==> src/hw/stcg_pkg.sv <==
// Package of constants and carrier types for the serial terminal command gate.
// Summary of operation
// - The link runs at 9600 baud, 8 data bits, no parity, 1 stop bit.
// - Each end sends only while its peer's handshake line shows ready.
// - Before an Enter arrives, other command characters are ignored.
// - Enter opens a 60 second window for commands; then they are ignored.
// - Every received Enter makes the device send a full status report.
// - A lowercase o inside an open window sets the RF mute request.
// - A lowercase f inside an open window clears the RF mute request.
// - Frequency changes send a report; mute and unmute send nothing.
// - A report shows the measured values sampled when the report starts.
package stcg_pkg;

   localparam int unsigned CLK_HZ        = 50_000_000;
   localparam int unsigned BAUD_BPS      = 9600;
   localparam int unsigned BAUD_DIV      = CLK_HZ / BAUD_BPS;
   localparam int unsigned WINDOW_S      = 60;
   localparam longint unsigned WINDOW_CYCLES_L = longint'(WINDOW_S) * CLK_HZ;
   localparam int unsigned WINDOW_CYCLES = 32'(WINDOW_CYCLES_L);
   localparam int unsigned DATA_BITS     = 8;
   localparam int unsigned BAUD_W        = 13;
   localparam int unsigned WINDOW_W      = 32;

   localparam logic [7:0] CH_ENTER     = 8'h0D;
   localparam logic [7:0] CH_LINEFEED  = 8'h0A;
   localparam logic [7:0] CH_MUTE      = 8'h6F;
   localparam logic [7:0] CH_UNMUTE    = 8'h66;
   localparam logic [7:0] CH_FREQ_UP   = 8'h2B;
   localparam logic [7:0] CH_FREQ_DOWN = 8'h2D;
   localparam logic [7:0] CH_SPACE     = 8'h20;
   localparam logic [7:0] CH_TAG_FREQ  = 8'h46;
   localparam logic [7:0] CH_TAG_FWD   = 8'h50;
   localparam logic [7:0] CH_TAG_REV   = 8'h52;
   localparam logic [7:0] CH_TAG_MUTE  = 8'h4D;
   localparam logic [7:0] CH_ZERO      = 8'h30;
   localparam logic [7:0] CH_HEX_A     = 8'h41;
   localparam logic [4:0] REPORT_LAST  = 5'h11;

   typedef struct packed {
      logic [15:0] freq;
      logic [7:0]  fwd_power;
      logic [7:0]  rev_power;
   } stcg_status_type;

   typedef struct packed {
      logic       valid;
      logic [7:0] data;
   } stcg_rx_type;

   typedef enum logic [1:0] {
      STCG_IDLE  = 2'h0,
      STCG_START = 2'h1,
      STCG_DATA  = 2'h3,
      STCG_STOP  = 2'h2
   } stcg_line_type;

endpackage

==> src/hw/stcg_uart_rx.sv <==
// Serial receiver: start bit search, mid-bit sampling, 8N1 framing.
`timescale 1ns/1ps
`default_nettype none
module stcg_uart_rx
   import stcg_pkg::*;
#(
   parameter int unsigned DIV = BAUD_DIV
)
(
   // Clock and reset
   input  wire logic         clk,
   input  wire logic         rst_b,
   // Serial line
   input  wire logic         rxd,
   // Received character
   output stcg_rx_type       rx
);

   logic              rx_meta;
   logic              rx_sync;
   stcg_line_type     state;
   stcg_line_type     next_state;
   logic [BAUD_W-1:0] cnt;
   logic [BAUD_W-1:0] next_cnt;
   logic [2:0]        bit_cnt;
   logic [2:0]        next_bit_cnt;
   logic [7:0]        shift;
   logic [7:0]        next_shift;
   stcg_rx_type       next_rx;

   localparam logic [BAUD_W-1:0] FULL = BAUD_W'(DIV - 1);
   localparam logic [BAUD_W-1:0] HALF = BAUD_W'(DIV / 2 - 1);

   always_comb
   begin
      next_state   = state;
      next_cnt     = cnt + 1'b1;
      next_bit_cnt = bit_cnt;
      next_shift   = shift;
      next_rx      = '{valid: 1'b0, data: rx.data};
      case (state)
         STCG_IDLE:
         begin
            next_cnt = '0;
            if (!rx_sync)
               next_state = STCG_START;
         end
         STCG_START:
         begin
            // A glitch shorter than half a bit is rejected here.
            if (cnt == HALF)
            begin
               next_cnt     = '0;
               next_bit_cnt = '0;
               next_state   = rx_sync ? STCG_IDLE : STCG_DATA;
            end
         end
         STCG_DATA:
         begin
            if (cnt == FULL)
            begin
               next_cnt     = '0;
               next_shift   = {rx_sync, shift[7:1]};
               next_bit_cnt = bit_cnt + 1'b1;
               if (bit_cnt == 3'h7)
                  next_state = STCG_STOP;
            end
         end
         STCG_STOP:
         begin
            if (cnt == FULL)
            begin
               // A low stop bit is a framing error; the character is dropped.
               next_rx    = '{valid: rx_sync, data: shift};
               next_state = STCG_IDLE;
            end
         end
         default:
            next_state = STCG_IDLE;
      endcase
   end

   always_ff @(posedge clk or negedge rst_b)
   begin
      if (!rst_b)
      begin
         rx_meta <= 1'b1;
         rx_sync <= 1'b1;
         state   <= STCG_IDLE;
         cnt     <= '0;
         bit_cnt <= '0;
         shift   <= '0;
         rx      <= '0;
      end
      else
      begin
         rx_meta <= rxd;
         rx_sync <= rx_meta;
         state   <= next_state;
         cnt     <= next_cnt;
         bit_cnt <= next_bit_cnt;
         shift   <= next_shift;
         rx      <= next_rx;
      end
   end

endmodule
`default_nettype wire

==> src/hw/stcg_gate.sv <==
// Terminal command gate: Enter-armed window, mute control, status report.
`timescale 1ns/1ps
`default_nettype none
module stcg_gate
   import stcg_pkg::*;
#(
   parameter int unsigned DIV        = BAUD_DIV,
   parameter int unsigned WINDOW_CYC = WINDOW_CYCLES
)
(
   // Clock and reset
   input  wire logic            clk,
   input  wire logic            rst_b,
   // Serial link to the terminal
   input  wire logic            rxd,
   output logic                 txd,
   input  wire logic            cts_b,
   output logic                 rts_b,
   // Measured transmitter values
   input  wire stcg_status_type status,
   // Transmitter controls
   output logic                 rf_mute,
   output logic                 freq_up,
   output logic                 freq_down,
   output logic                 window_open
);

   stcg_rx_type         rx;
   logic                cts_meta;
   logic                cts_sync;
   logic                pend_valid;
   logic                next_pend_valid;
   logic [7:0]          pend_data;
   logic [7:0]          next_pend_data;
   logic [WINDOW_W-1:0] win_cnt;
   logic [WINDOW_W-1:0] next_win_cnt;
   logic                next_window_open;
   logic                next_rf_mute;
   logic                next_freq_up;
   logic                next_freq_down;
   logic                next_rts_b;
   logic                report;
   logic                next_report;
   logic [4:0]          char_idx;
   logic [4:0]          next_char_idx;
   stcg_status_type     snap;
   stcg_status_type     next_snap;
   logic                snap_mute;
   logic                next_snap_mute;
   logic                auto_report;
   logic                next_auto_report;
   stcg_line_type       tx_state;
   stcg_line_type       next_tx_state;
   logic [BAUD_W-1:0]   baud_cnt;
   logic [BAUD_W-1:0]   next_baud_cnt;
   logic                baud_tick;
   logic [2:0]          bit_cnt;
   logic [2:0]          next_bit_cnt;
   logic [7:0]          tx_shift;
   logic [7:0]          next_tx_shift;
   logic                next_txd;

   localparam logic [BAUD_W-1:0]   BAUD_LAST = BAUD_W'(DIV - 1);
   localparam logic [WINDOW_W-1:0] WIN_LAST  = WINDOW_W'(WINDOW_CYC - 1);

   stcg_uart_rx #(.DIV(DIV)) u_rx
   (
      .clk   (clk),
      .rst_b (rst_b),
      .rxd   (rxd),
      .rx    (rx)
   );

   function automatic logic [7:0] hex_char(input logic [3:0] nib);
      hex_char = (nib < 4'hA) ? CH_ZERO + {4'h0, nib}
                              : CH_HEX_A + {4'h0, nib} - 8'h0A;
   endfunction

   // Report line: F hhhh P hh R hh M m CR LF.
   function automatic logic [7:0] report_char(input logic [4:0] idx,
                                              input stcg_status_type s,
                                              input logic m);
      case (idx)
         5'h00:   report_char = CH_TAG_FREQ;
         5'h01:   report_char = hex_char(s.freq[15:12]);
         5'h02:   report_char = hex_char(s.freq[11:8]);
         5'h03:   report_char = hex_char(s.freq[7:4]);
         5'h04:   report_char = hex_char(s.freq[3:0]);
         5'h05:   report_char = CH_SPACE;
         5'h06:   report_char = CH_TAG_FWD;
         5'h07:   report_char = hex_char(s.fwd_power[7:4]);
         5'h08:   report_char = hex_char(s.fwd_power[3:0]);
         5'h09:   report_char = CH_SPACE;
         5'h0A:   report_char = CH_TAG_REV;
         5'h0B:   report_char = hex_char(s.rev_power[7:4]);
         5'h0C:   report_char = hex_char(s.rev_power[3:0]);
         5'h0D:   report_char = CH_SPACE;
         5'h0E:   report_char = CH_TAG_MUTE;
         5'h0F:   report_char = hex_char({3'h0, m});
         5'h10:   report_char = CH_ENTER;
         default: report_char = CH_LINEFEED;
      endcase
   endfunction

   assign baud_tick = (baud_cnt == BAUD_LAST);

   always_comb
   begin
      next_pend_valid  = pend_valid;
      next_pend_data   = pend_data;
      next_win_cnt     = win_cnt;
      next_window_open = window_open;
      next_rf_mute     = rf_mute;
      next_freq_up     = 1'b0;
      next_freq_down   = 1'b0;
      next_report      = report;
      next_char_idx    = char_idx;
      next_snap        = snap;
      next_snap_mute   = snap_mute;
      next_auto_report = 1'b0;
      next_tx_state    = tx_state;
      next_baud_cnt    = '0;
      next_bit_cnt     = bit_cnt;
      next_tx_shift    = tx_shift;
      next_txd         = txd;

      if (window_open)
      begin
         next_win_cnt = win_cnt - 1'b1;
         if (win_cnt == '0)
            next_window_open = 1'b0;
      end

      // Frequency commands report one cycle later so the new setting shows.
      if (auto_report)
      begin
         next_report    = 1'b1;
         next_char_idx  = '0;
         next_snap      = status;
         next_snap_mute = rf_mute;
      end

      // One character is held; the peer is told to wait while it is.
      if (pend_valid && !report && !auto_report)
      begin
         next_pend_valid = 1'b0;
         case (pend_data)
            CH_ENTER:
            begin
               next_window_open = 1'b1;
               next_win_cnt     = WIN_LAST;
               next_report      = 1'b1;
               next_char_idx    = '0;
               next_snap        = status;
               next_snap_mute   = rf_mute;
            end
            CH_MUTE:
               if (window_open)
                  next_rf_mute = 1'b1;
            CH_UNMUTE:
               if (window_open)
                  next_rf_mute = 1'b0;
            CH_FREQ_UP:
               if (window_open)
               begin
                  next_freq_up     = 1'b1;
                  next_auto_report = 1'b1;
               end
            CH_FREQ_DOWN:
               if (window_open)
               begin
                  next_freq_down   = 1'b1;
                  next_auto_report = 1'b1;
               end
            default:
               next_pend_valid = 1'b0;
         endcase
      end
      if (rx.valid && !pend_valid)
      begin
         next_pend_valid = 1'b1;
         next_pend_data  = rx.data;
      end

      case (tx_state)
         STCG_IDLE:
         begin
            next_txd = 1'b1;
            // A character starts only while the peer shows ready.
            if (report && !cts_sync)
            begin
               next_tx_shift = report_char(char_idx, snap, snap_mute);
               next_txd      = 1'b0;
               next_tx_state = STCG_START;
               next_char_idx = char_idx + 1'b1;
               if (char_idx == REPORT_LAST)
                  next_report = 1'b0;
            end
         end
         STCG_START:
         begin
            next_baud_cnt = baud_cnt + 1'b1;
            if (baud_tick)
            begin
               next_baud_cnt = '0;
               next_bit_cnt  = '0;
               next_txd      = tx_shift[0];
               next_tx_state = STCG_DATA;
            end
         end
         STCG_DATA:
         begin
            next_baud_cnt = baud_cnt + 1'b1;
            if (baud_tick)
            begin
               next_baud_cnt = '0;
               next_bit_cnt  = bit_cnt + 1'b1;
               next_tx_shift = {1'b0, tx_shift[7:1]};
               next_txd      = tx_shift[1];
               if (bit_cnt == 3'h7)
               begin
                  next_txd      = 1'b1;
                  next_tx_state = STCG_STOP;
               end
            end
         end
         STCG_STOP:
         begin
            next_baud_cnt = baud_cnt + 1'b1;
            if (baud_tick)
               next_tx_state = STCG_IDLE;
         end
         default:
            next_tx_state = STCG_IDLE;
      endcase

      next_rts_b = next_pend_valid;
   end

   always_ff @(posedge clk or negedge rst_b)
   begin
      if (!rst_b)
      begin
         cts_meta    <= 1'b1;
         cts_sync    <= 1'b1;
         pend_valid  <= 1'b0;
         pend_data   <= '0;
         win_cnt     <= '0;
         window_open <= 1'b0;
         rf_mute     <= 1'b0;
         freq_up     <= 1'b0;
         freq_down   <= 1'b0;
         rts_b       <= 1'b0;
         report      <= 1'b0;
         char_idx    <= '0;
         snap        <= '0;
         snap_mute   <= 1'b0;
         auto_report <= 1'b0;
         tx_state    <= STCG_IDLE;
         baud_cnt    <= '0;
         bit_cnt     <= '0;
         tx_shift    <= '0;
         txd         <= 1'b1;
      end
      else
      begin
         cts_meta    <= cts_b;
         cts_sync    <= cts_meta;
         pend_valid  <= next_pend_valid;
         pend_data   <= next_pend_data;
         win_cnt     <= next_win_cnt;
         window_open <= next_window_open;
         rf_mute     <= next_rf_mute;
         freq_up     <= next_freq_up;
         freq_down   <= next_freq_down;
         rts_b       <= next_rts_b;
         report      <= next_report;
         char_idx    <= next_char_idx;
         snap        <= next_snap;
         snap_mute   <= next_snap_mute;
         auto_report <= next_auto_report;
         tx_state    <= next_tx_state;
         baud_cnt    <= next_baud_cnt;
         bit_cnt     <= next_bit_cnt;
         tx_shift    <= next_tx_shift;
         txd         <= next_txd;
      end
   end

endmodule
`default_nettype wire

==> config.mk <==
export PLATFORM = sky130hd
export DESIGN_NAME = stcg_gate
export DESIGN_NICKNAME = d
export VERILOG_FILES = /design/src/hw/stcg_pkg.sv /design/src/hw/stcg_uart_rx.sv /design/src/hw/stcg_gate.sv
export SDC_FILE = /design/constraint.sdc
export NUM_CORES = 1
export LEC_CHECK = 0
export BUFFER_PORTS_ARGS = -buffer_cell sky130_fd_sc_hd__buf_2
export CORE_MARGIN = 8
export CORE_UTILIZATION = 60
export CTS_BUF_LIST = sky130_fd_sc_hd__clkbuf_4 sky130_fd_sc_hd__clkbuf_8
export DETAILED_ROUTE_END_ITERATION = 6
export HOLD_SLACK_MARGIN = 0.15
export PLACE_DENSITY = 0.81
export SYNTH_ARGS = -nofsm -noshare
export SYNTH_HDL_FRONTEND = slang
export SYNTH_SLANG_ARGS = --single-unit
==> constraint.sdc <==
create_clock -name clk -period 3.4 [get_ports clk]
set_clock_uncertainty 0.2 [all_clocks]
set_input_delay 1.02 -clock clk [delete_from_list [all_inputs] [get_ports clk]]
set_output_delay 1.02 -clock clk [all_outputs]
set_load 0.01 [all_outputs]
== Word-level counts from Yosys, hierarchy flattened ==
Index checks and enable logic that the tools add are counted.

* Bits in latches: 0
* Bits in read-only memories: 0
* Memories kept: 0
* Input bits: 36
* Bits in writable memories: 0
* Output and inout bits: 6
* Flip-flop bits (word level): 151

* Bitwise operators: 0
* Multipliers: 0
* Shift-type cells: 0
* Eq/ne operators: 45
* Divide/modulo/power cells: 0
* Add/sub/neg operators: 31
* Magnitude comparators: 8
* Reductions and logical operators: 30
* Mux-type cells: 79

{| class="wikitable"
|+ Operators with widths
! operator !! count
|-
| two-way mux 32 bit || 6
|-
| one-hot mux 8 bit (15 select lines) || 1
|-
| two-way mux 8 bit || 10
|-
| adder 7 x 4 -> 8 bit (first input constant) || 8
|-
| subtractor 8 x 4 -> 8 bit (second input constant) || 8
|-
| adder 6 x 4 -> 7 bit (first input constant) || 8
|-
| equality test 5 x 4 -> 1 bit (second input constant) || 8
|-
| two-way mux 13 bit || 3
|-
| one-hot mux 13 bit (3 select lines) || 1
|-
| zero test 32 bit || 1
|-
| less-than comparator 4 bit (second input constant) || 8
|-
| subtractor 32 x 1 -> 32 bit (second input constant) || 1
|-
| two-way mux 1 bit || 28
|-
| adder 13 x 1 -> 13 bit (second input constant) || 2
|-
| equality test 13 bit (second input constant) || 2
|-
| one-hot mux 13 bit (2 select lines) || 1
|-
| two-way mux 5 bit || 5
|-
| two-way mux 2 bit || 11
|-
| equality test 5 x 3 -> 1 bit (second input constant) || 4
|-
| two-way mux 9 bit || 2
|-
| equality test 8 x 6 -> 1 bit (second input constant) || 2
|-
| equality test 8 x 7 -> 1 bit (second input constant) || 2
|-
| != test 2 bit (second input constant) || 8
|-
| one-hot mux 2 bit (4 select lines) || 2
|-
| 29 further kinds || 61
|}

== Logic depth before layout (Yosys ltp) ==
Gate-level depths: netlist (run 1).

* Word-level depth: 7
* Depth in mapped cells: 9
* Mapped depth without buffers: 8

== Cells and area by module ==
Synthesis (run 1) repeated with hierarchy kept, for this count alone.

* Cells, all modules: 774
* Area, all modules: 7857.5 µm²

{| class="wikitable"
|+ Modules (own cells, without submodules)
! module !! instances !! area each (µm²) !! cells an instance
|-
| stcg_gate || 1 || 6172.2 || 632
|-
| stcg_uart_rx || 1 || 1685.4 || 142
|}

== Least setup slack after synthesis (run 1) ==
No wires, ideal clock.

* Kind: reg-to-reg
* Start point: reg win_cnt[6]
* End point: reg win_cnt[27]
* Arrival time: 2.172 ns
* Path slack: 0.896 ns
* Library setup time: 0.132 ns
* Cell stages (with the launch flop): 7
* Path through: dfrtp_1 -> or4_4 -> or3_4 -> or4_4 -> nor4_4 -> xnor2_1 -> nor2_1

* Longest elaborated chain between the ends: 4

{| class="wikitable"
|+ Ends and longest elaborated chain
! item !! line !! text
|-
| from (decl) || stcg_gate.sv:35 || <nowiki>logic [WINDOW_W-1:0] win_cnt;</nowiki>
|-
| from (signal assigned) || stcg_gate.sv:271 || <nowiki>win_cnt <= next_win_cnt;</nowiki>
|-
| subtractor 32 x 1 -> 32 bit (*) || stcg_gate.sv:129 || <nowiki>next_win_cnt = win_cnt - 1'b1;</nowiki>
|-
| two-way mux 32 bit (*) || stcg_gate.sv:127 || <nowiki>if (window_open)</nowiki>
|-
| two-way mux 32 bit || stcg_gate.sv:147 || <nowiki>case (pend_data)</nowiki>
|-
| two-way mux 32 bit (*) || stcg_gate.sv:144 || <nowiki>if (pend_valid && !report && !auto_report)</nowiki>
|-
| via next_win_cnt[27] || stcg_gate.sv:36 || <nowiki>logic [WINDOW_W-1:0] next_win_cnt;</nowiki>
|}

The timed path passes the listed nets; every way through them passes the cells marked *.
A chain may end at the register's enable or synchronous reset.

== Final worst setup path (run 1) ==
* Start point: reg u_rx.cnt[5]
* End point: reg u_rx.shift[7]

* Longest elaborated chain between the ends: 2

{| class="wikitable"
|+ Ends and longest elaborated chain
! item !! line !! text
|-
| from (decl) || stcg_uart_rx.sv:23 || <nowiki>logic [BAUD_W-1:0] cnt;</nowiki>
|-
| from (signal assigned) || stcg_uart_rx.sv:100 || <nowiki>cnt <= next_cnt;</nowiki>
|-
| equality test 13 bit || stcg_uart_rx.sv:60 || <nowiki>if (cnt == FULL)</nowiki>
|-
| AND reduction 2 bit (no source line) || -- ||
|-
| to (signal assigned) || stcg_uart_rx.sv:102 || <nowiki>shift <= next_shift;</nowiki>
|-
| to (decl) || stcg_uart_rx.sv:27 || <nowiki>logic [7:0] shift;</nowiki>
|}

Every way passes these cells.

==> results_dict.tcl, run 1 <==
set metrics [dict create \
    cellPowerDensity_nw_per_um2 382.5 \
    cts_hold_buf 0 \
    maxSlewViolCount 0 \
    dp_cells 957 \
    start_util_pct 61.16 \
    worstSetupEndpoint "u_rx.shift[7]" \
    finalWirelength_mm 16.14 \
    postSynth.asyncResetShare_pct 100.0 \
    cts_resized 0 \
    layout.cells.most_common "dfrtp_1" \
    reg2reg_from "u_rx.cnt[5]" \
    rsz0062_at_grt "no" \
    gp_congestion 0.9199 \
    synth_area_leader_cell "dfrtp_1" \
    p_leak_uw 0.003905 \
    io_pins 42 \
    fin_tns_setup_ps 0 \
    pwr-share-comb_pct 4.4 \
    synthesis.area_um2 7655 \
    core-area_um2 12520 \
    r2r_end "u_rx.shift[7]" \
    final_cells 989 \
    synth.top_cell.area_share_pct 47.40 \
    clk_pin_slew_ps 90 \
    grt_pass1_vias 5754 \
    p_switching_uw 841.8 \
    grt_max_degree 54 \
    synth-main-ff-cell "dfrtp_1" \
    final_antenna_net_count 0 \
    routedWlPerCell_um 16.32 \
    dp_hpwl_mm 11.55 \
    syn2layout_area_growth_pct 10.67 \
    power_frac_seq_pct 56.7 \
    status "completed" \
    synth_edf_count 0 \
    clock-sinks 150 \
    fin_crit_ps 2759 \
    rows 41 \
    end_kind "register" \
    sw_frac_of_total_pct 25.98 \
    hold_viol_final 0 \
    fmax_mhz 362.4 \
    layout-drive-gt1-share_pct 20.07 \
    irDropWorstVdd_mv 0.5056 \
    cts_buffers 17 \
    cp_data_arrival_time_ps 2910 \
    yosysWarningCount 0 \
    layout_common_cells "dfrtp_1 (145), nor2_1 (68), nand2_1 (68)" \
    fillers 969 \
    p_total_uw 3241 \
    cts_buffer_depth 2 \
    io_buffer_count 41 \
    internal_power_uw 2399 \
    initialDrtViolationCount 480 \
    r2r_setup_slack_ps 640 \
    h-tree-depth 4 \
    antenna_found_initial 0 \
    drv_cap 0 \
    syn_area_per_cell_um2 10.14 \
    startpoint_type "register" \
    crit_fanout 9 \
    fin_util_pct 67.68 \
    slew_headroom_pct 35.68 \
    max_slew.worst_pin.slew_ps 962.6 \
    synth.top_cells.by_area "dfrtp_1 (47%), mux2_2 (8.5%), xnor2_1 (3.4%), nor2_1 (3.4%), nand2_1 (3.3%)" \
    num-nets-final 860 \
    grt_use_total_pct 20.84 \
    root_buffer "clkbuf_8" \
    grt_pass1_wl_mm 27.72 \
    fin_crit_sh_pct 81.15 \
    hp-class "register to register" \
    power.share.clock_pct 39.0 \
    finalSetupViolations 0 \
    dr_total_vias 5857 \
    yosysSeqAreaShare_pct 49.12 \
    worstRegToRegCells 5 \
    synth.net_count 811 \
    yosysUniqueCellTypes 64 \
    clock_latency_ps 460 \
    overflow 0 \
    dieArea_um2 16630 \
    drt_pass1_iterations 6 \
    viasPerCell 5.922 \
    syn_inst 755 \
    fp.dieH_um 129.0 \
    crit_required_ps 3550 \
    tritoncts "yes" \
    worst-setup-path-type "register to register" \
    startpoint "u_rx.cnt[5]" \
    post-cts-setup-buffers 0 \
    die_w_um 129.0 \
    synth-seq-cells 150 \
    insertedDiodeCount 0 \
    drc 0 \
]
metrics by stage:
stage	hold slack, ps	cell area (um^2)	setup slack (ps)
after global placement	150.4	8110	828.4
after global routing	164.6	8472	511.0
final	160.8	8472	640.9
after floorplan	145.2	7655	896.4
after detailed placement	151.1	8110	688.3
after CTS	162.6	8472	657.3
how the worst min path moves through the flow:
stage	start	end	slack [ps]	cells after the start
6_report	u_rx.rx_meta	u_rx.rx_sync	160	0
5_1_grt	u_rx.rx_meta	u_rx.rx_sync	160	0
4_1_cts	u_rx.rx_meta	u_rx.rx_sync	160	0
3_5_place_dp	u_rx.rx_meta	u_rx.rx_sync	150	0
3_3_place_gp	u_rx.rx_meta	u_rx.rx_sync	150	0
2_1_floorplan	cts_meta	cts_sync	150	0
cells by family after synthesis:
group                      Yosys count  synth area share, %
DFF                                150                49.12
and+or+nand+nor                    293                20.10
buffers and inverters               54                2.713
muxes                               58                8.532
adders and majority gates           20                3.269
AOI/OAI and AO/OA                  126                10.09
xor gates and xnor gates            54                6.178
worst max-delay path, cell delays in order (launching register included):
cell,delay [ps]
dfrtp_1,450
or4b_2,690
nor4_2,370
and2_0,300
nand2_1,270
mux2_2,350
Yosys cell counts (5+ instances only):
cell	number
ha_1	20
xnor2_1	30
nand2_1	68
o211ai_1	8
dfrtp_1	145
clkbuf_1	20
xor2_1	24
nor4_1	10
dfstp_2	5
nand2b_1	9
and3_1	9
nor4b_1	6
nand3_1	31
nor3_1	21
mux2_2	58
nor2b_1	12
or3_1	13
nand4_1	5
a21oi_1	32
o21ai_0	47
nor2_1	69
and2_1	8
inv_1	30
a22oi_1	7
per-layer routing:
metal	routed length (um)	global-route usage, %	share of wire, %
met5	0	0	0
met4	224	8.431	1.4
met3	966	5.089	6.0
met2	7928	33.16	49
met1	7022	26.85	44
power groups by stage:
stage	combinational, uW	clock, uW	sequential [uW]
6_report	142	1260	1840
5_1_grt	162	1370	1840
4_1_cts	144	1290	1840
3_5_place_dp	143	0	1870
3_3_place_gp	135	0	1870
2_1_floorplan	66.1	0	1860
sequential cells by signal (all words and copies together) (netlist names), 2 cells and up:
signal,flops
u_rx.bit_cnt,3
pend_data,8
tx_shift,7
u_rx.state,2
u_rx.rx,9
u_rx.cnt,13
baud_cnt,13
bit_cnt,3
win_cnt,32
snap,32
u_rx.shift,8
char_idx,5
tx_state,2
layout make-up:
cell class	instances	area, um^2	share of cell area (%)
flip-flops and latches	150	3760	44.38
multi-input cells	551	3701	43.69
repair buffers	54	321.6	3.796
clock buffers	18	241.5	2.850
well taps	172	215.2	2.540
clock inverters	14	120.1	1.418
inverters	30	112.6	1.329
Power figures use the tool's default switching activity.
==> run 2: changes to the inputs <==
--- a/config.mk
+++ b/config.mk
@@ -5,9 +5,10 @@
 export SDC_FILE = /design/constraint.sdc
 export NUM_CORES = 1
 export LEC_CHECK = 0
+export ABC_AREA = 1
 export BUFFER_PORTS_ARGS = -buffer_cell sky130_fd_sc_hd__buf_2
 export CORE_MARGIN = 8
-export CORE_UTILIZATION = 60
+export CORE_UTILIZATION = 58
 export CTS_BUF_LIST = sky130_fd_sc_hd__clkbuf_4 sky130_fd_sc_hd__clkbuf_8
 export DETAILED_ROUTE_END_ITERATION = 6
 export HOLD_SLACK_MARGIN = 0.15
==> constraint.sdc (replaced) <==
create_clock -name clk -period 2.5 [get_ports clk]
set_clock_uncertainty 0.2 [all_clocks]
set_input_delay 0.75 -clock clk [delete_from_list [all_inputs] [get_ports clk]]
set_output_delay 0.75 -clock clk [all_outputs]
set_load 0.01 [all_outputs]
==> results_dict.tcl, run 2 <==
set metrics [dict create \
    core-area_um2 13880 \
    yosysMostFrequentCell "nand2_1" \
    drv_cap 0 \
    drc 0 \
    io_buffer_count 41 \
    yosysWarningCount 0 \
    grt_pass1_wl_mm 30.55 \
    p_total_uw 4351 \
    pre_cts_ws_ps 355.7 \
    routedWlPerCell_um 12.85 \
    fp.dieH_um 135.4 \
    crit_family "simple AND/OR/NAND/NOR gates" \
    cts_buffers 17 \
    synth_area_leader_cell "dfrtp_1" \
    clock_latency_ps 450 \
    cp_slowest_cell "dfrtp_1" \
    worst-setup-path-type "register to register" \
    die_w_um 135.4 \
    synth.top_cells.by_area "dfrtp_1 (44%), nand2_1 (13%), inv_1 (6.8%), nor2_1 (6.2%), nand3_1 (5.6%)" \
    layout.cells.most_common "nand2_1" \
    max_slew.worst_pin.slew_ps 575.2 \
    rows 43 \
    clk_pin_slew_ps 80 \
    p_leak_uw 0.004837 \
    startpoint_type "register" \
    end_kind "register" \
    final_cells 1351 \
    synthesis.area_um2 8265 \
    fin_crit_ps 2141 \
    dp_cells 1318 \
    insertedDiodeCount 0 \
    cp_data_arrival_time_ps 2340 \
    yosysSeqAreaShare_pct 45.49 \
    num-nets-final 1214 \
    dp_hpwl_mm 12.82 \
    layout-drive-gt1-share_pct 9.821 \
    cellPowerDensity_nw_per_um2 478.3 \
    crit_required_ps 2690 \
    synth_edf_count 0 \
    grt_pass1_vias 6872 \
    start_util_pct 59.55 \
    timing.final.ws_setup_ps 358.8 \
    clock-sinks 150 \
    hp-class "register to register" \
    cts_resized 0 \
    synth.net_count 1163 \
    rsz0062_at_grt "no" \
    synth-seq-cells 150 \
    finalSetupViolations 0 \
    cts_buffer_depth 2 \
    slew_headroom_pct 61.61 \
    fmax_mhz 467.0 \
    maxSlewViolCount 0 \
    crit_chain "ha_1 -> nand2_1 -> inv_1 -> nand2_1 -> nor2_1 -> nand2_1 -> o21ai_1 -> nand2_1 -> nand2_1 -> nand2_1 -> nand2_1" \
    antenna_found_initial 0 \
    dieArea_um2 18330 \
    layout_common_cells "nand2_1 (295), inv_1 (149), dfrtp_1 (145)" \
    fin_tns_setup_ps 0 \
    syn2layout_area_growth_pct 10.05 \
    largestRegisters "snap (32), win_cnt (32)" \
    tritoncts "yes" \
    gp_congestion 0.9250 \
    drt_pass1_iterations 6 \
    synth.top_cell.area_share_pct 43.90 \
    crit_fanout 13 \
    overflow 0 \
    final_antenna_net_count 0 \
    finalWirelength_mm 17.36 \
    crit_buf_inv 1 \
    h-tree-depth 4 \
    syn_area_per_cell_um2 7.467 \
    status "completed" \
    hold_viol_final 0 \
    root_buffer "clkbuf_8" \
    initialDrtViolationCount 555 \
    max_stage_delay_ps 380 \
    yosysUniqueCellTypes 38 \
    path_common_cell "nand2_1" \
    viasPerCell 5.332 \
    irDropWorstVdd_mv 0.3591 \
    grt_use_total_pct 20.18 \
    grt_max_degree 60 \
    synthTopCellsByCount "nand2_1 (295), inv_1 (149), dfrtp_1 (145)" \
    syn_inst 1107 \
    io_pins 42 \
    dr_total_vias 7203 \
    fin_crit_sh_pct 85.65 \
    postSynth.asyncResetShare_pct 100.0 \
    synth-main-ff-cell "dfrtp_1" \
]
[run 2: cell types whose count changed after synthesis, sizes merged, moves of 29 or more]
cell	previous run	this run
o21ai	48	85
nand2	68	299
nor2	69	147
xnor2	30	1
inv	30	154
nand3	31	95
mux2	58	4
[run 2: what timing repair did]
item,CTS,global route
hold endpoints to repair,37,0
hold buffers,1,0
setup buffers,0,0
[run 2: power breakdown]
group | internal, uW | switching [uW] | total [uW]
Sequential | 2430 | 0.980 | 2430
Clock | 892 | 942 | 1830
Combinational | 30.4 | 55.3 | 85.7
[run 2: per-stage QoR]
| step | instance area (um^2) | hold slack, ps | utilization [%] |
|---|---|---|---|
| detailed placement | 8690 | 147.2 | 62.60 |
| global placement | 8690 | 146.2 | 62.60 |
| finish | 9096 | 157.5 | 65.53 |
| CTS | 9096 | 150.6 | 65.53 |
| floorplan | 8265 | 145.2 | - |
| global route | 9096 | 156.1 | 65.53 |
[run 2: final timing paths]
kind                       slack [ps]  cells after the start    startpoint           end
setup / recovery                  360                     11   baud_cnt[0]           txd
hold / removal                    160                      0  u_rx.rx_meta  u_rx.rx_sync
setup reg to reg                  360                     11   baud_cnt[0]           txd
hold reg to reg                   160                      0  u_rx.rx_meta  u_rx.rx_sync
max in group asynchronous         890                      3         rst_b           txd
min in group asynchronous         570                      2         rst_b   win_cnt[19]
[run 2: final cells by class]
type                       instances  area [um^2]
clock inverter                    11        113.9
multi-input combinational        784         3801
inverter                         155        581.8
sequential                       150         3760
timing repair buffer              50        331.6
fill                            1218         4785
clock buffer                      21        282.8
tap                              180        225.2
[run 2: logic make-up after synthesis]
| logic type | synth area share, % |
|---|---|
| DFF | 45.49 |
| xor gates and xnor gates | 2.119 |
| buffers and inverters | 8.522 |
| AOI/OAI and AO/OA | 7.887 |
| muxes | 0.5449 |
| and+or+nand+nor | 32.41 |
| adders and majority gates | 3.028 |
[run 2: routing by layer]
layer  track usage (%)  part of all wire [%]  wire length (um)  vias to the layer above
li1                  -                     -                 -                     3661
met1             26.04                    46              7999                     3326
met2             32.60                    47              8156                      181
met3             4.525                   4.9               846                       35
met4             7.465                   2.1               359                        0
met5                 0                     0                 0                        -
==> run 3: changes to the inputs <==
--- a/config.mk
+++ b/config.mk
@@ -5,14 +5,13 @@
 export SDC_FILE = /design/constraint.sdc
 export NUM_CORES = 1
 export LEC_CHECK = 0
-export ABC_AREA = 1
 export BUFFER_PORTS_ARGS = -buffer_cell sky130_fd_sc_hd__buf_2
 export CORE_MARGIN = 8
-export CORE_UTILIZATION = 58
+export CORE_UTILIZATION = 57
 export CTS_BUF_LIST = sky130_fd_sc_hd__clkbuf_4 sky130_fd_sc_hd__clkbuf_8
 export DETAILED_ROUTE_END_ITERATION = 6
 export HOLD_SLACK_MARGIN = 0.15
-export PLACE_DENSITY = 0.81
+export PLACE_DENSITY = 0.8
 export SYNTH_ARGS = -nofsm -noshare
 export SYNTH_HDL_FRONTEND = slang
 export SYNTH_SLANG_ARGS = --single-unit
==> results_dict.tcl, run 3 (same netlist as run 1, synthesis figures left out) <==
set metrics [dict create \
    status "complete, but fails checks" \
    violations "setup timing" \
    final_antenna_net_count 0 \
    worst-setup-path-type "register to register" \
    die_w_um 131.9 \
    min_path_cells 0 \
    num-nets-final 888 \
    maxSlewViolCount 0 \
    syn2layout_area_growth_pct 14.94 \
    hold_viol_final 0 \
    initialDrtViolationCount 338 \
    irDropWorstVdd_mv 0.4637 \
    worstRegToRegCells 5 \
    dr_total_vias 5921 \
    largestRegisters "snap (32), win_cnt (32)" \
    crit_fanout 6 \
    fin_crit_sh_pct 102.7 \
    routedWlPerCell_um 16.61 \
    layout.cells.most_common "dfrtp_1" \
    dr_wl_met2_mm 8.556 \
    cp_data_arrival_time_ps 2770 \
    dieArea_um2 17390 \
    fin_tns_setup_ps -181.4 \
    fmax_mhz 389.5 \
    viasPerCell 5.799 \
    cellPowerDensity_nw_per_um2 523.2 \
    drt_pass1_iterations 5 \
    r2r_end "win_cnt[29]" \
    fin_crit_ps 2568 \
    finalWirelength_mm 16.96 \
    h-tree-depth 4 \
    fin_util_pct 66.70 \
    startpoint "win_cnt[22]" \
    drc 0 \
    pre_cts_ws_ps -34.97 \
    clock-sinks 150 \
    drv_cap 0 \
    startpoint_type "register" \
    slew_headroom_pct 37.96 \
    cts_buffers 17 \
    p_leak_uw 0.004069 \
    cts_buffer_depth 2 \
    route.met3.wl_um 804 \
    gp_congestion 0.9104 \
    min_to "cts_sync" \
    rows 42 \
    fp.dieH_um 131.9 \
    core-area_um2 13190 \
    hp-class "register to register" \
    grt_use_total_pct 19.91 \
    clock_latency_ps 470 \
    overflow 0 \
    start_util_pct 58.03 \
    reg2reg_from "win_cnt[22]" \
    dp_cells 987 \
    layout-drive-gt1-share_pct 23.31 \
    grt_max_degree 48 \
    grt_pass1_wl_mm 28.61 \
    root_buffer "clkbuf_8" \
    tritoncts "yes" \
    finalInstanceArea_um2 8798 \
    hp-start "cts_meta" \
    r2r_setup_slack_ps -70 \
    final_cells 1021 \
    io_pins 42 \
    end_kind "register" \
    finalSetupViolations 4 \
    wl_met1_mm 7.313 \
    insertedDiodeCount 0 \
    layout_common_cells "dfrtp_1 (145), nor2_1 (68), nand2_1 (67)" \
    dp_hpwl_mm 12.26 \
    timing.final.ws_setup_ps -67.71 \
    grt_pass1_vias 6016 \
    rsz0062_at_grt "yes" \
    max_slew.worst_pin.slew_ps 928.4 \
    top_layer_used "met4" \
    clk_pin_slew_ps 90 \
    crit_required_ps 2710 \
    io_buffer_count 41 \
    antenna_found_initial 0 \
    dpl_cell_area_um2 8335 \
]
-- run 3: changes by cell type in the layout (fill, tap and decap cells not counted), sizes merged, moves of 17 or more --
| cell | before | now |
|---|---|---|
| buf | 49 | 81 |
| o21ai | 85 | 48 |
| nand3 | 95 | 31 |
| inv | 157 | 37 |
| nand4 | 22 | 5 |
| nand2 | 299 | 68 |
| mux2 | 4 | 58 |
| nor2 | 147 | 69 |
| xnor2 | 1 | 30 |
| nor3 | 38 | 21 |
-- run 3: worst max path at each step --
stage / to / slack (ps) / depth (start not counted)
6_report: win_cnt[29] / -70 / 5
5_1_grt: win_cnt[27] / -140 / 6
4_1_cts: win_cnt[29] / -50 / 5
3_5_place_dp: win_cnt[29] / -30 / 5
3_3_place_gp: win_cnt[31] / -10 / 6
2_1_floorplan: win_cnt[27] / 10 / 7
-- run 3: worst max-delay path, stage by stage (launching register included) --
cell and delay (ps):
dfrtp_1 400, or4_4 540, or3_4 350, or4_4 590, or3_1 340, nand3_1 90
-- run 3: cell type report --
| type | instances | area [um^2] |
|---|---|---|
| clock buffer | 18 | 241.5 |
| fill | 1005 | 4392 |
| inverter | 30 | 112.6 |
| sequential | 150 | 3760 |
| tap | 176 | 220.2 |
| timing repair buffer | 82 | 559.3 |
| multi-input combinational | 551 | 3741 |
| clock inverter | 14 | 163.9 |
-- run 3: per-layer routing --
layer,GRT usage [%],up-vias
met2,33.03,148
met3,5.488,29
met4,7.275,0
li1,-,2837
met5,0,-
met1,24.32,2907
-- run 3: what timing repair did --
action	in CTS	in global routing
pin swaps	1	0
endpoints found under the setup margin	4	19
resized for setup	3	5
gates cloned	0	0
hold buffers	1	0
endpoints found under the hold margin	42	0
setup buffers	0	1
-- run 3: power breakdown --
part	leakage (uW)	internal [uW]	switching [uW]	total, uW
clock	0.000191	924	981	1900
combinational	0.00189	88.1	114	202
sequential	0.00199	2460	40.2	2500
-- run 3: through the flow --
stage | hold slack [ps] | total power, uW
finish | 158.7 | 4603
global route | 153.1 | 4766
CTS | 154.8 | 4651
detailed placement | 150.8 | 2746
global placement | 146.0 | 2729
floorplan | 145.2 | 2622
